## src/include/dmx_cfg.svh

```systemverilog
// Constants for the data move execution unit.
// Assumes inclusion by bare name from the design files.
`ifndef DMX_CFG_SVH
`define DMX_CFG_SVH

// Opcode fields
`define DMX_OP_MOVE_SRC   4'hc
`define DMX_OP_MOVE_DST   4'hf
`define DMX_OP_LDBANK     8'h01
`define DMX_OP_LDWORK     8'h0e
`define DMX_OP_STWORK     7'h37

// Field positions of an instruction word
`define DMX_OP4_HI        15
`define DMX_OP4_LO        12
`define DMX_OP8_LO        8
`define DMX_OP7_LO        9
`define DMX_ACCESS_BIT    8

// Data space layout
`define DMX_WREG_ADDR     12'hff0
`define DMX_IDX_MAX       8'h5f
`define DMX_ACCESS_SPLIT  8'h60
`define DMX_ACCESS_HI     4'hf
`define DMX_ACCESS_LO     4'h0
`define DMX_BANK_UPPER    4'h0

// Reset values
`define DMX_WORK_RST      8'h00
`define DMX_BANK_RST      8'h00
`define DMX_IR_RST        16'h0000
`define DMX_ADDR_RST      12'h000
`define DMX_DATA_RST      8'h00

`endif

```

## src/include/dmx_pkg.sv

```systemverilog
// Types shared by the data move execution unit.
// Assumes nothing of its surroundings.
package dmx_pkg;
   typedef enum logic [1:0] {Q1, Q2, Q3, Q4} dmx_q_t;
   typedef enum logic {ST_DECODE, ST_SECOND} dmx_st_t;
endpackage

```

## src/include/dmx_core_if.sv

```systemverilog
// Internal carrier between the execution unit and its helpers.
// Assumes dmx_pkg is compiled first.
`timescale 1ns/10ps
interface dmx_core_if;
   import dmx_pkg::*;
   dmx_q_t      q;
   logic [7:0]  f;
   logic        a;
   logic        ext_en;
   logic [7:0]  bank;
   logic [11:0] index_base;
   logic [11:0] eff_addr;
   logic        indexed;
   modport seq  (output q);
   modport addr (input f, a, ext_en, bank, index_base,
                 output eff_addr, indexed);
   modport core (input q, eff_addr, indexed,
                 output f, a, ext_en, bank, index_base);
endinterface

```

## src/core/dmx_exec.sv

```systemverilog
// Execution unit for the four data move instructions.
// Assumes program memory presents each word during Q4 of the prior
// cycle and data memory answers reads within the Q2 quarter.
// Notes on behaviour
// - Two-word move: source word then destination
// - Source reaches whole 4096-byte space, no banking
// - Destination reaches whole space, ignoring bank
// - Working register usable through its mapped address
// - Two cycles; read Q2 first, write Q4 second
// - Bank literal load written in Q4
// - Bank upper nibble always forced to zero
// - Working literal load, one cycle, flags kept
// - Store working to file: read Q2, write Q4
// - File field picks byte within bank
// - Access bit zero access bank, one banked
// - Extended set, low field: indexed literal offset
// - Indexed mode adds field to index base
`timescale 1ns/10ps
`include "dmx_cfg.svh"
module dmx_exec
   import dmx_pkg::*;
(
   input  wire logic        i_clk,          // Core clock, 100 MHz
   input  wire logic        i_arst_n,       // Async reset, active low
   input  wire logic [15:0] i_instr,        // Instruction word, Q4
   input  wire logic        i_skip,         // Flush this word, Q4
   input  wire logic        i_ext_en,       // Extended set enabled
   input  wire logic [11:0] i_index_base,   // Indexed offset base
   input  wire logic [7:0]  i_dmem_rdata,   // Data memory read data
   output logic [11:0]      o_dmem_addr,    // Data memory address
   output logic             o_dmem_rd,      // Read strobe, Q2
   output logic             o_dmem_we,      // Write strobe, Q4
   output logic [7:0]       o_dmem_wdata,   // Write data
   output logic [7:0]       o_working,      // Working register
   output logic [7:0]       o_bank_select,  // Bank select register
   output logic             o_fetch,        // Word sampled this clock
   output logic             o_second_word   // Move second cycle
);
   dmx_core_if u_if ();

   dmx_qphase u_phase (
      .i_clk    (i_clk),
      .i_arst_n (i_arst_n),
      .bus      (u_if)
   );

   dmx_addr_former u_addr (
      .i_clk    (i_clk),
      .i_arst_n (i_arst_n),
      .bus      (u_if)
   );

   dmx_st_t     st;
   dmx_st_t     next_st;
   logic [15:0] ir;
   logic [15:0] next_ir;
   logic        skip;
   logic        next_skip;
   logic [7:0]  hold;
   logic [7:0]  next_hold;
   logic [7:0]  work;
   logic [7:0]  next_work;
   logic [7:0]  bank_select_reg;
   logic [7:0]  next_bank_select_reg;
   logic [11:0] dmem_addr;
   logic [11:0] next_dmem_addr;
   logic        dmem_rd;
   logic        next_dmem_rd;
   logic        dmem_we;
   logic        next_dmem_we;
   logic [7:0]  dmem_wdata;
   logic [7:0]  next_dmem_wdata;

   logic        live;
   logic        is_move_src;
   logic        is_move_dst;
   logic        is_ldbank;
   logic        is_ldwork;
   logic        is_stwork;
   logic [11:0] file_addr;
   logic        file_is_w;
   logic        eff_is_w;

   // Operand routing to the address former
   assign u_if.f          = ir[7:0];
   assign u_if.a          = ir[`DMX_ACCESS_BIT];
   assign u_if.ext_en     = i_ext_en;
   assign u_if.bank       = bank_select_reg;
   assign u_if.index_base = i_index_base;

   // Decode; a flushed word decodes to nothing, except is_move_dst, which ignores skip
   assign live        = (st == ST_DECODE) && !skip;
   assign is_move_src = live
      && (ir[`DMX_OP4_HI:`DMX_OP4_LO] == `DMX_OP_MOVE_SRC);
   assign is_move_dst = (st == ST_DECODE)
      && (ir[`DMX_OP4_HI:`DMX_OP4_LO] == `DMX_OP_MOVE_DST);
   assign is_ldbank   = live
      && (ir[`DMX_OP4_HI:`DMX_OP8_LO] == `DMX_OP_LDBANK);
   assign is_ldwork   = live
      && (ir[`DMX_OP4_HI:`DMX_OP8_LO] == `DMX_OP_LDWORK);
   assign is_stwork   = live
      && (ir[`DMX_OP4_HI:`DMX_OP7_LO] == `DMX_OP_STWORK);
   // Full 12-bit operand, bank never consulted
   assign file_addr   = ir[11:0];
   assign file_is_w   = (file_addr == `DMX_WREG_ADDR);
   assign eff_is_w    = (u_if.eff_addr == `DMX_WREG_ADDR);

   always_comb begin
      next_st              = st;
      next_ir              = ir;
      next_skip            = skip;
      next_hold            = hold;
      next_work            = work;
      next_bank_select_reg = bank_select_reg;
      next_dmem_addr       = dmem_addr;
      next_dmem_rd         = 1'b0;
      next_dmem_we         = 1'b0;
      next_dmem_wdata      = dmem_wdata;
      case (u_if.q)
         Q1: begin
            // Arm the Q2 read
            if (is_move_src && !file_is_w) begin
               next_dmem_rd   = 1'b1;
               next_dmem_addr = file_addr;
            end else if (is_stwork) begin
               next_dmem_rd   = 1'b1;
               next_dmem_addr = u_if.eff_addr;
            end
         end
         Q2: begin
            // Latch the source byte at the end of Q2
            if (is_move_src) begin
               next_hold = file_is_w ? work : i_dmem_rdata;
            end
         end
         Q3: begin
            // Arm the Q4 write
            if (st == ST_SECOND && !file_is_w) begin
               next_dmem_we    = 1'b1;
               next_dmem_addr  = file_addr;
               next_dmem_wdata = hold;
            end else if (is_stwork && !eff_is_w) begin
               next_dmem_we    = 1'b1;
               next_dmem_addr  = u_if.eff_addr;
               next_dmem_wdata = work;
            end
         end
         Q4: begin
            if (st == ST_SECOND && file_is_w) begin
               next_work = hold;
            end else if (is_ldwork) begin
               next_work = ir[7:0];
            end else if (is_ldbank) begin
               next_bank_select_reg = {`DMX_BANK_UPPER, ir[3:0]};
            end
            // A lone destination word falls through as a no-op
            if (is_move_src) begin
               next_st = ST_SECOND;
            end else begin
               next_st = ST_DECODE;
            end
            next_ir   = i_instr;
            next_skip = i_skip;
         end
         default: begin
            next_st = ST_DECODE;
         end
      endcase
   end

   always_ff @(posedge i_clk or negedge i_arst_n) begin
      if (!i_arst_n) begin
         st              <= ST_DECODE;
         ir              <= `DMX_IR_RST;
         skip            <= 1'b0;
         hold            <= `DMX_DATA_RST;
         work            <= `DMX_WORK_RST;
         bank_select_reg <= `DMX_BANK_RST;
         dmem_addr       <= `DMX_ADDR_RST;
         dmem_rd         <= 1'b0;
         dmem_we         <= 1'b0;
         dmem_wdata      <= `DMX_DATA_RST;
      end else begin
         st              <= next_st;
         ir              <= next_ir;
         skip            <= next_skip;
         hold            <= next_hold;
         work            <= next_work;
         bank_select_reg <= next_bank_select_reg;
         dmem_addr       <= next_dmem_addr;
         dmem_rd         <= next_dmem_rd;
         dmem_we         <= next_dmem_we;
         dmem_wdata      <= next_dmem_wdata;
      end
   end

   assign o_dmem_addr   = dmem_addr;
   assign o_dmem_rd     = dmem_rd;
   assign o_dmem_we     = dmem_we;
   assign o_dmem_wdata  = dmem_wdata;
   assign o_working     = work;
   assign o_bank_select = bank_select_reg;
   assign o_fetch       = (u_if.q == Q4);
   assign o_second_word = (st == ST_SECOND);

   property p_move_src_read;
      @(posedge i_clk) disable iff (!i_arst_n)
      (u_if.q == Q2 && is_move_src && !file_is_w)
      |-> o_dmem_rd && (o_dmem_addr == file_addr);
   endproperty
   a_move_src_read: assert property (p_move_src_read)
      else $error("Move source not read in Q2");

   property p_move_two_cycles;
      @(posedge i_clk) disable iff (!i_arst_n)
      (u_if.q == Q4 && is_move_src)
      |=> (st == ST_SECOND) [*4] ##1 (st == ST_DECODE);
   endproperty
   a_move_two_cycles: assert property (p_move_two_cycles)
      else $error("Move does not take two cycles");

   property p_move_dst_write;
      @(posedge i_clk) disable iff (!i_arst_n)
      (u_if.q == Q4 && st == ST_SECOND && !file_is_w)
      |-> o_dmem_we && (o_dmem_addr == file_addr)
          && (o_dmem_wdata == hold);
   endproperty
   a_move_dst_write: assert property (p_move_dst_write)
      else $error("Move destination not written in Q4");

   property p_move_carries_byte;
      @(posedge i_clk) disable iff (!i_arst_n)
      (u_if.q == Q2 && is_move_src && !file_is_w)
      |-> ##6 (o_dmem_wdata == $past(i_dmem_rdata, 6)) || file_is_w;
   endproperty
   a_move_carries_byte: assert property (p_move_carries_byte)
      else $error("Move wrote a different byte");

   property p_no_dummy_read;
      @(posedge i_clk) disable iff (!i_arst_n)
      (st == ST_SECOND) |-> !o_dmem_rd;
   endproperty
   a_no_dummy_read: assert property (p_no_dummy_read)
      else $error("Dummy read in second move cycle");

   property p_w_as_dest;
      @(posedge i_clk) disable iff (!i_arst_n)
      (u_if.q == Q4 && st == ST_SECOND && file_is_w)
      |-> !o_dmem_we ##1 (work == $past(hold));
   endproperty
   a_w_as_dest: assert property (p_w_as_dest)
      else $error("Working register not moved into");

   property p_bank_load;
      @(posedge i_clk) disable iff (!i_arst_n)
      (u_if.q == Q4 && is_ldbank)
      |=> (bank_select_reg == {4'h0, $past(ir[3:0])});
   endproperty
   a_bank_load: assert property (p_bank_load)
      else $error("Bank literal not loaded");

   property p_bank_upper_zero;
      @(posedge i_clk) disable iff (!i_arst_n)
      bank_select_reg[7:4] == 4'h0;
   endproperty
   a_bank_upper_zero: assert property (p_bank_upper_zero)
      else $error("Bank upper nibble not zero");

   property p_work_load;
      @(posedge i_clk) disable iff (!i_arst_n)
      (u_if.q == Q4 && is_ldwork) |=> (work == $past(ir[7:0]));
   endproperty
   a_work_load: assert property (p_work_load)
      else $error("Working literal not loaded");

   property p_store_work;
      @(posedge i_clk) disable iff (!i_arst_n)
      (u_if.q == Q4 && is_stwork && !eff_is_w)
      |-> o_dmem_we && (o_dmem_wdata == work)
          && (o_dmem_addr == u_if.eff_addr) && $past(o_dmem_rd, 2);
   endproperty
   a_store_work: assert property (p_store_work)
      else $error("Store to file not done in Q4");

   property p_lone_dst_nop;
      @(posedge i_clk) disable iff (!i_arst_n)
      (u_if.q == Q1 && is_move_dst)
      |-> (!o_dmem_we && !o_dmem_rd) [*4] ##1 $stable(work)
          && (st == ST_DECODE);
   endproperty
   a_lone_dst_nop: assert property (p_lone_dst_nop)
      else $error("Lone destination word had an effect");
endmodule // dmx_exec

```

## src/core/dmx_qphase.sv

```systemverilog
// Quarter phase sequencer: four clocks make one instruction cycle.
// Assumes a free running clock and asynchronous active low reset.
`timescale 1ns/10ps
module dmx_qphase
   import dmx_pkg::*;
(
   input wire logic i_clk,     // Core clock
   input wire logic i_arst_n,  // Async reset, active low
   dmx_core_if.seq  bus        // Phase out
);
   dmx_q_t q;
   dmx_q_t next_q;

   always_comb begin
      case (q)
         Q1:      next_q = Q2;
         Q2:      next_q = Q3;
         Q3:      next_q = Q4;
         Q4:      next_q = Q1;
         default: next_q = Q1;
      endcase
   end

   always_ff @(posedge i_clk or negedge i_arst_n) begin
      if (!i_arst_n) begin
         q <= Q1;
      end else begin
         q <= next_q;
      end
   end

   assign bus.q = q;

   property p_phase_order;
      @(posedge i_clk) disable iff (!i_arst_n)
      (q == Q1) |=> (q == Q2) ##1 (q == Q3) ##1 (q == Q4) ##1 (q == Q1);
   endproperty
   a_phase_order: assert property (p_phase_order)
      else $error("Quarter phases out of order");
endmodule // dmx_qphase

```

## src/core/dmx_addr_former.sv

```systemverilog
// Effective address former for banked file operands.
// Assumes bank upper nibble is zero and operands stable per cycle.
`timescale 1ns/10ps
`include "dmx_cfg.svh"
module dmx_addr_former
   import dmx_pkg::*;
(
   input wire logic i_clk,     // Core clock, checks only
   input wire logic i_arst_n,  // Async reset, active low
   dmx_core_if.addr bus        // Operand in, address out
);
   logic [11:0] offset_sum;

   assign offset_sum  = bus.index_base + {4'h0, bus.f};
   assign bus.indexed = bus.ext_en && !bus.a
                        && (bus.f <= `DMX_IDX_MAX);

   always_comb begin
      if (bus.indexed) begin
         bus.eff_addr = offset_sum;
      end else if (bus.a) begin
         bus.eff_addr = {bus.bank[3:0], bus.f};
      end else if (bus.f < `DMX_ACCESS_SPLIT) begin
         bus.eff_addr = {`DMX_ACCESS_LO, bus.f};
      end else begin
         bus.eff_addr = {`DMX_ACCESS_HI, bus.f};
      end
   end

   property p_indexed_offset;
      @(posedge i_clk) disable iff (!i_arst_n)
      (bus.ext_en && !bus.a && bus.f <= `DMX_IDX_MAX)
      |-> (bus.eff_addr == 12'(bus.index_base + {4'h0, bus.f}));
   endproperty
   a_indexed_offset: assert property (p_indexed_offset)
      else $error("Indexed offset address wrong");

   property p_banked_select;
      @(posedge i_clk) disable iff (!i_arst_n)
      bus.a |-> (bus.eff_addr == {bus.bank[3:0], bus.f}) && !bus.indexed;
   endproperty
   a_banked_select: assert property (p_banked_select)
      else $error("Banked address wrong");
endmodule // dmx_addr_former

```

## config.mk

```make
export PLATFORM = sky130hd
export DESIGN_NAME = dmx_exec
export DESIGN_NICKNAME = d
export VERILOG_FILES = /design/src/include/dmx_pkg.sv /design/src/include/dmx_core_if.sv /design/src/core/dmx_exec.sv /design/src/core/dmx_qphase.sv /design/src/core/dmx_addr_former.sv
export VERILOG_INCLUDE_DIRS = /design/src /design/src/include
export SDC_FILE = /design/constraint.sdc
export NUM_CORES = 1
export LEC_CHECK = 0
export BUFFER_PORTS_ARGS = -buffer_cell sky130_fd_sc_hd__clkbuf_2
export CORE_MARGIN = 4
export CORE_UTILIZATION = 49
export DETAILED_ROUTE_END_ITERATION = 16
export PLACE_DENSITY = 0.85
export SETUP_SLACK_MARGIN = 0.5
export SLEW_MARGIN = 20
export SYNTH_ARGS = -nofsm -noshare
export SYNTH_HDL_FRONTEND = slang
export SYNTH_SLANG_ARGS = --single-unit
```

## constraint.sdc

```tcl
create_clock -name i_clk -period 2.71 [get_ports i_clk]
set_input_delay 0.813 -clock i_clk [delete_from_list [all_inputs] [get_ports i_clk]]
set_output_delay 0.813 -clock i_clk [all_outputs]
set_load 0.01 [all_outputs]
```

* Yosys cells after proc, flatten, opt, wreduce, memory -nomap -nowiden
Index checks and enable logic that the tools add are counted.
** Word-level totals
- Register bits :: 62
- Input port bits :: 40
- Word-level logic and storage cells :: 73
** Cells by class
- $add $sub $neg :: 1
- Order comparisons :: 2
- Equal/unequal tests :: 11
- Muxes and demuxes :: 21
- Bitwise operators :: 3
- Reduce and logical (&&, ||, !) cells :: 24
** Operators with widths (number)
- two-way mux 12 bit :: 7
- two-way mux 8 bit :: 5
- == test 12 bit (second input constant) :: 2
- one-hot mux 12 bit (2 select lines) :: 1
- adder 12 x 8 -> 12 bit :: 1
- logical AND 1 bit :: 11
- == test 8 x 1 -> 1 bit (second input constant) :: 1
- == test 8 x 4 -> 1 bit (second input constant) :: 1
- <= comparator 8 x 7 -> 1 bit (second input constant) :: 1
- less-than comparator 8 x 7 -> 1 bit (second input constant) :: 1
- one-hot mux 2 bit (4 select lines) :: 1
- == test 7 x 6 -> 1 bit (second input constant) :: 1
- two-way mux 1 bit :: 7
- inequality test 3 bit (second input constant) :: 2
- AND reduction 2 bit :: 3
- nonzero test 2 bit :: 3
- == test 2 bit (second input constant) :: 2
- == test 4 bit (second input constant) :: 1
- logical NOT 1 bit :: 4
- AND reduction 4 bit :: 1
- NOT 1 bit :: 3
- AND reduction 3 bit :: 1
- == test 2 x 1 -> 1 bit (second input constant) :: 1
- logical NOT 2 bit :: 1

* Logic depth before layout (Yosys ltp)
Gate-level depths: netlist of run 1.
- Depth in word-level cells :: 10
- Mapped depth :: 11
- Gate-level depth less buffers :: 10

* Modules after synthesis
A second synthesis of run 1 with hierarchy kept.
** Unflattened totals
- Cell total of the unflattened synthesis :: 323
- Area total of the unflattened synthesis :: 3582.2 µm²
** Modules (own cells, without submodules)
- dmx_exec :: times used 1, cells an instance 225, area each 2865.2 µm², seq. area each 1501.4 µm²
- dmx_addr_former :: times used 1, cells an instance 91, area each 628.1 µm², seq. area each 0.0 µm²
- dmx_qphase :: times used 1, cells an instance 7, area each 88.8 µm², seq. area each 50.0 µm²

* Least setup slack after synthesis of run 1
Ideal clock, no wire load.
- Kind :: input-to-reg
- Start :: input i_index_base[0]
- End :: register dmem_addr[0] (netlist: o_dmem_addr[0])
- Library setup time :: 125 ps
- Arrival :: 3267 ps
- Path slack :: -682 ps
- Cell stages on the path :: 11
- Path buffers :: 1
- Cells stage by stage :: ha_1 fa_1 a21o_1 a221oi_2 o21ai_2 xnor2_1 a21oi_1 nand4_1 o211ai_2 buf_6 mux2_4
** On the way
- Cells in the longest elaborated chain, start to end :: 7
** Ends and longest elaborated chain
- from (decl) :: line dmx_exec.sv:28 : input wire logic [11:0] i_index_base,
- adder 12 x 8 -> 12 bit (*) :: line dmx_addr_former.sv:14 : assign offset_sum = bus.index_base + {4'h0, bus.f};
- two-way mux 12 bit (*) :: line dmx_addr_former.sv:19 : if (bus.indexed) begin
- == test 12 bit (no line)
- logical NOT 1 bit :: line dmx_exec.sv:142 : end else if (is_stwork && !eff_is_w) begin
- logical AND 1 bit :: line dmx_exec.sv:142
- inequality test 3 bit (no line)
- AND reduction 3 bit (no line)
- to (signal assigned) :: line dmx_exec.sv:179 : dmem_addr <= `DMX_ADDR_RST;
- to (signal assigned) :: line dmx_exec.sv:190 : dmem_addr <= next_dmem_addr;
- to (decl) :: line dmx_exec.sv:65 : logic [11:0] dmem_addr;
Every way passes the cells marked *; elsewhere a longest branch is shown, timed or not. The select of a mux whose other input is x is not followed.
A chain may end at the register's enable or synchronous reset.

* Worst setup path in the final report of run 1
- Start :: input i_index_base[6]
- End :: register dmem_addr[10] (netlist: o_dmem_addr[10])
The elaborated chain is that of the path after synthesis.

==> metrics, run 1 <==
Worst-Skew Late Latency=roughly 0.35 ns; Max Cap Violations=0; chip width=just over 90 um; Leak=~2.4 nW; post-placement cell count=510; total vias in the final route=a little over 3k; Total Die Area=8600 sq um; XOR/XNOR Fraction of Synth Area=under 10%; cell with the most instances after synthesis=dfrtp_1; clock transition at the registers of the reported paths=approximately 0.070 ns; Finished Layout Cells=between 500 and 600; crit path kind=primary input to flip-flop; async set-reset flop share out of synthesis=between 90% and 100%; Slew HR=roughly 63%; simple-gate share of the synthesized area=11.1%; Slew @ Worst Pin=roughly 0.56 ns; CTS buffer count=9; hpwl dp=between 6000 and 7000 um; Required @ worst endpoint=around 2.9 ns; CTS tree=done; clk root buf=clkbuf_8; Hold/Removal Path Class=primary input to asynchronous set/reset pin; area of the mapped netlist=approximately 3500 sq um; ANT cells=0; global placement routability congestion=0.890; Tmin final=a little over 3 ns; worst reg2reg endpoint=o_dmem_addr[10]; # rows=30; Congestion Overflow GR=0; placed cell area=4320 sq um; Post-route DRC=0; Clock Sinks=a little over 60; worst vdd ir=~0.0003 V; post-detailed-route count of antenna-violating nets=0; initial cell density of the core=slightly above 50%; Final Worst Setup Slack=-0.397 ns; syn avg cell area=between 10 and 15 sq um; die height=92.7 um; Final #Nets=486; FF-to-FF setup slack=-0.31 ns; RSZ-0062 raised after global routing=true; cells after synthesis=roughly 300; PortBufs=between 70 and 80; Synth cell types=55; Vias/cell=around 5.8; dominant cells by area after synthesis=dfrtp_1 44%, mux2_2 13%, mux2_4 7.3%; largest family of logic cells by synthesized area=multiplexers; most frequent cells after synthesis=62 x dfrtp_1, 40 x mux2_2, 28 x nand2_1; Routed WL=~11,000 um; Synth Area in Adders=under 10%; Post-synth top flop=dfrtp_1; clk buf depth=2; Tot GR Track Use=23.4%; Synth Area in Compound Gates=12.0%; Yosys reg bits=62; sequential fraction of the synthesis area=44.1%; final setup vio count=21; Final Cell Area=4820 sq um; yosys synthesis warning count=0; DRT Pass-1 Iters=5; crit start category=primary input; final hold vios=0; Final period util=115%; largest net degree at the start of global routing=63; Syn-to-layout area delta=37.0%; critical path capture point type=flip-flop; Starting DRT DRC Count=about 280; maximum clock rate=between 300 and 400 MHz; skew final=between 0.008 and 0.009 ns; FF-to-FF path depth=11; Synth top area share=44.1%; number of flops mapped to enable cells by yosys=0; vias in the first global route=3,086; CP Max Fanout=7; Critical Path AT=about 3.3 ns; final slew viol count=0; power density over the cells=487 nW/um^2; failing checks=setup timing; cts hold-fix bufs=0; RR Startpoint=ir[0]; Setup TNS=-7.17 ns; Final Power=between 2 and 2.5 mW; CTS H-tree depth=3; post-synthesis mux area share=a little under a quarter; Yosys top cell by area=dfrtp_1; worst hold slack=around 0.46 ns; status=complete, but fails checks; Core Util, Final=between 70% and 80%; # IOs=80; pre-CTS setup slack=-0.699 ns; initial antenna violation count=0; Wirelength per Cell=20.2 um; share of layout cells above drive strength 1=a little under three fifths; Core Box Area=approximately 7000 sq um; global-route wire length before repair=~15,000 um
## registers in the layout, indices dropped and copies added, names as in the netlist
name / cells
ir: 16
o_dmem_addr: 12
hold: 8
o_dmem_wdata: 8
o_working: 8
o_bank_select: 4
u_phase.bus.q: 2
o_dmem_rd: 1
o_dmem_we: 1
o_second_word: 1
skip: 1
## metal layers
layer / wire length, um / GRT usage [%] / part of all wire (%) / up-vias
met5: 0 / 0 / 0 / -
met4: 449 / 11.4 / 4.2 / 0
met3: 700 / 4.79 / 6.5 / 54
met2: 5450 / 40.2 / 51 / 171
met1: 4160 / 27.8 / 39 / 1512
li1: - / - / - / 1355
## layout by cell type, fill, tap and decap left out, types with 6 or more instances in the layout
cell type   n
mux2_4     19
buf_4      38
dfrtp_1    61
o21ai_0    10
nand2_2     8
ha_1       10
nand3_1     6
nand2_1    20
buf_6      10
clkbuf_8   11
mux2i_1     9
nor2_1      9
clkbuf_2   74
mux2_2     38
a21oi_1    10
o21ai_1    13
## layout make-up
cell class / instances / area [sq um]
clock buffer: 13 / 159
clock inverter: 3 / 42.5
fill: 451 / 2050
inverter: 6 / 22.5
multi-input combinational: 226 / 2050
sequential: 62 / 1550
tap: 96 / 120
timing repair buffer: 128 / 878
## cell families after synthesis
| kind of cell | after synthesis |
|---|---|
| and+or+nand+nor | 72 |
| buffers and inverters | 19 |
| AOI/OAI and AO/OA | 62 |
| adders and majority gates | 13 |
| DFF | 62 |
| xor gates and xnor gates | 8 |
| other | 1 |
| muxes | 67 |
## how the worst max path moves through the flow
stage	startpoint	end	slack, ns	cells after the start
after floorplan	i_index_base[0]	o_dmem_addr[0]	-0.47	11
final	i_index_base[6]	o_dmem_addr[10]	-0.40	12
after global routing	i_index_base[6]	o_dmem_addr[5]	-0.58	12
after CTS	i_index_base[0]	o_dmem_addr[2]	-0.39	12
after global placement	i_index_base[4]	o_dmem_addr[2]	-0.64	11
after detailed placement	i_index_base[0]	o_dmem_wdata[3]	-0.70	13
## power by group
| part | switching, mW | internal (mW) |
|---|---|---|
| Clock | 0.359 | 0.474 |
| Sequential | 0.0533 | 0.992 |
| Combinational | 0.227 | 0.241 |
| Total | 0.639 | 1.71 |
## worst max-delay path, stage by stage
cell,delay [ns]
clkbuf_2,0.08
ha_1,0.29
buf_4,0.15
nand3_1,0.16
nor4_1,0.40
a21oi_1,0.10
xor2_1,0.18
a21oi_2,0.24
nand4_4,0.17
o211ai_4,0.27
buf_6,0.18
mux2_4,0.30
## timing repair
action                     CTS  global route
pin swaps                    2            13
setup buffers                5             2
hold endpoints to repair     0             0
setup endpoints to repair   30            38
gates cloned                 1             0
resized for setup           15            57
Note: power is estimated with default switching activity, not from simulation.
==> inputs of run 2 (changes only) <==
--- a/config.mk
+++ b/config.mk
@@ -11,6 +11,7 @@
 export CORE_UTILIZATION = 49
 export DETAILED_ROUTE_END_ITERATION = 16
 export PLACE_DENSITY = 0.85
+export RECOVER_POWER = 100
 export SETUP_SLACK_MARGIN = 0.5
 export SLEW_MARGIN = 20
 export SYNTH_ARGS = -nofsm -noshare
==> run 2 against run 1 <==
  * The flow finishes with violations (capacitance limit, setup timing)
  * Final cell count unchanged
  * Clock power up 0.6%
  * Critical path type unchanged
  * Global-route usage unchanged
  * Routed wire length up 0.89%
  * Combinational power down 3%
  * Utilization down 2.0 points
  * Total power down 0.39%
  * Register-to-register slack worse by 0.02 ns
==> metrics, run 2 (synthesis results as in run 1) <==
Tmin final=~3.1 ns; CTS buffer count=9; Congestion Overflow GR=0; largest net degree at the start of global routing=63; ANT cells=0; post-detailed-route count of antenna-violating nets=0; worst hold slack=0.519 ns; Hold EP=hold[0]; hpwl dp=6990 um; # rows=30; Final Worst Setup Slack=-0.415 ns; Final period util=115%; Setup TNS=-7.42 ns; # IOs=80; status=complete, but fails checks; FF-to-FF setup slack=-0.33 ns; Routed WL=10,900 um; share of layout cells above drive strength 1=between 40% and 50%; clk root buf=clkbuf_8; Final #Nets=a little under 500; DRT Pass-1 Iters=6; switching portion of total power=around 28%; final setup vio count=21; Clock Sinks=62; RR Startpoint=ir[0]; critical path capture point type=flip-flop; Largest Register=ir; CTS H-tree depth=3; Internal=roughly 1.7 mW; FF-to-FF path depth=11; Vias/cell=roughly 5.9; commonest non-fill, non-tap cell in the layout=dfrtp_1; Tot GR Track Use=about a quarter; commonest non-fill, non-tap cells in the layout=61 x dfrtp_1, 41 x clkbuf_1, 41 x clkbuf_2; PortBufs=75; maximum clock rate=320 MHz; Worst Min Path Start=hold[0]; Slew @ Worst Pin=1.49 ns; Hold Path Cell Cnt=2; Final Power=roughly 2.3 mW; critical path's slowest cell=nor4_1; chip width=around 93 um; die height=92.7 um; crit start category=primary input; RSZ-0062 raised after global routing=true; Leak=roughly 2.3 nW; max reg flops=16; worst vdd ir=approximately 0.00030 V; CP Max Fanout=7; vias in the first global route=3,086; global placement routability congestion=~0.9; CTS tree=done; failing checks=capacitance limit, setup timing; clock transition at the registers of the reported paths=0.07 ns; crit path kind=primary input to flip-flop; pre-CTS setup slack=-0.699 ns; Core Box Area=slightly below 7000 sq um; initial antenna violation count=0; final hold vios=0; total vias in the final route=~3.1k; Cell Chain, Critical Path=clkbuf_2, ha_1, buf_4, nand3_1, nor4_1, a21oi_1, xor2_1, a21oi_2, nand4_4, o211ai_4, buf_6, mux2_4; Max Cap Violations=1; Worst-Skew Late Latency=about 0.35 ns; Required @ worst endpoint=roughly 3 ns; global-route wire length before repair=about 15,000 um; Clock power frac=~36%; Hold/Removal Path Class=flip-flop to flip-flop; skew final=approximately 0.0085 ns; Total Die Area=approximately 8600 sq um; clk buf depth=2; worst reg2reg endpoint=o_dmem_addr[10]; Slew HR=0.407%; initial cell density of the core=51.2%; Starting DRT DRC Count=235; max incr delay on CP=approximately 0.41 ns; Syn-to-layout area delta=33.0%; power density over the cells=~500 nW/um^2; Core Util, Final=about 68%; Post-route DRC=0; Seq pwr share=44.7%; Critical Path AT=roughly 3.4 ns; final slew viol count=0; Wirelength per Cell=around 20 um; share of power burned in combinational logic=19.4%; NetSw=roughly 0.64 mW
## run 2: changes by cell type in the layout (fill, tap and decap cells not counted), moves of 2 or more
| cell | before | now |
|---|---|---|
| clkbuf_1 | 2 | 41 |
| clkbuf_2 | 74 | 41 |
| buf_12 | 4 | 1 |
| buf_4 | 38 | 36 |
| buf_8 | 2 | 0 |
| nand2_1 | 20 | 22 |
| nand2_2 | 8 | 6 |
## run 2: what timing repair did
action                                  CTS  global route
pin swaps                                 2            13
gates cloned                              1             0
hold buffers                              0             0
buffers inserted                          5             2
endpoints found under the setup margin   30            38
gates resized for setup                  15            57
## run 2: worst max-delay path by stage
| stage | from | end | slack, ns |
|---|---|---|---|
| 2_1_floorplan | i_index_base[0] | o_dmem_addr[0] | -0.47 |
| 3_3_place_gp | i_index_base[4] | o_dmem_addr[2] | -0.64 |
| 3_5_place_dp | i_index_base[0] | o_dmem_wdata[3] | -0.70 |
| 4_1_cts | i_index_base[0] | o_dmem_addr[2] | -0.39 |
| 5_1_grt | i_index_base[6] | o_dmem_addr[5] | -0.58 |
| 6_report | i_index_base[6] | o_dmem_addr[10] | -0.41 |
## run 2: final cells by class
type	instances	area, sq um
clock buffer	13	159
sequential	62	1550
fill	484	2190
inverter	6	22.5
multi-input combinational	226	2020
timing repair buffer	128	759
tap	96	120
clock inverter	3	42.5
## run 2: per-stage QoR
step           instances  area, sq um
2_1_floorplan        307         3550
3_3_place_gp         510         4320
3_5_place_dp         510         4320
4_1_cts              532         4620
5_1_grt              534         4680
6_report             534         4680
## run 2: power by group through the flow
stage | combinational [mW] | sequential [mW] | clock [mW]
2_1_floorplan | 0.205 | 1.07 | 0
3_3_place_gp | 0.402 | 1.06 | 0
3_5_place_dp | 0.417 | 1.06 | 0
4_1_cts | 0.427 | 1.04 | 0.831
5_1_grt | 0.490 | 1.05 | 0.865
6_report | 0.454 | 1.05 | 0.838
## run 2: layer usage
metal / global-route usage (%) / vias to the layer above / part of all wire (%)
met5: 0 / - / 0
met4: 11.4 / 0 / 4.9
met3: 4.79 / 60 / 6.0
met2: 40.2 / 169 / 50
met1: 27.8 / 1536 / 39
li1: - / 1360 / -
## run 2: worst max-delay path: cells and delay by family
kind / cells / cell delay, ns
compound gates: 3 / 0.61
xor+xnor: 1 / 0.18
fa+ha+maj: 1 / 0.29
buf+inv: 3 / 0.41
mux: 1 / 0.30
simple gates: 3 / 0.74
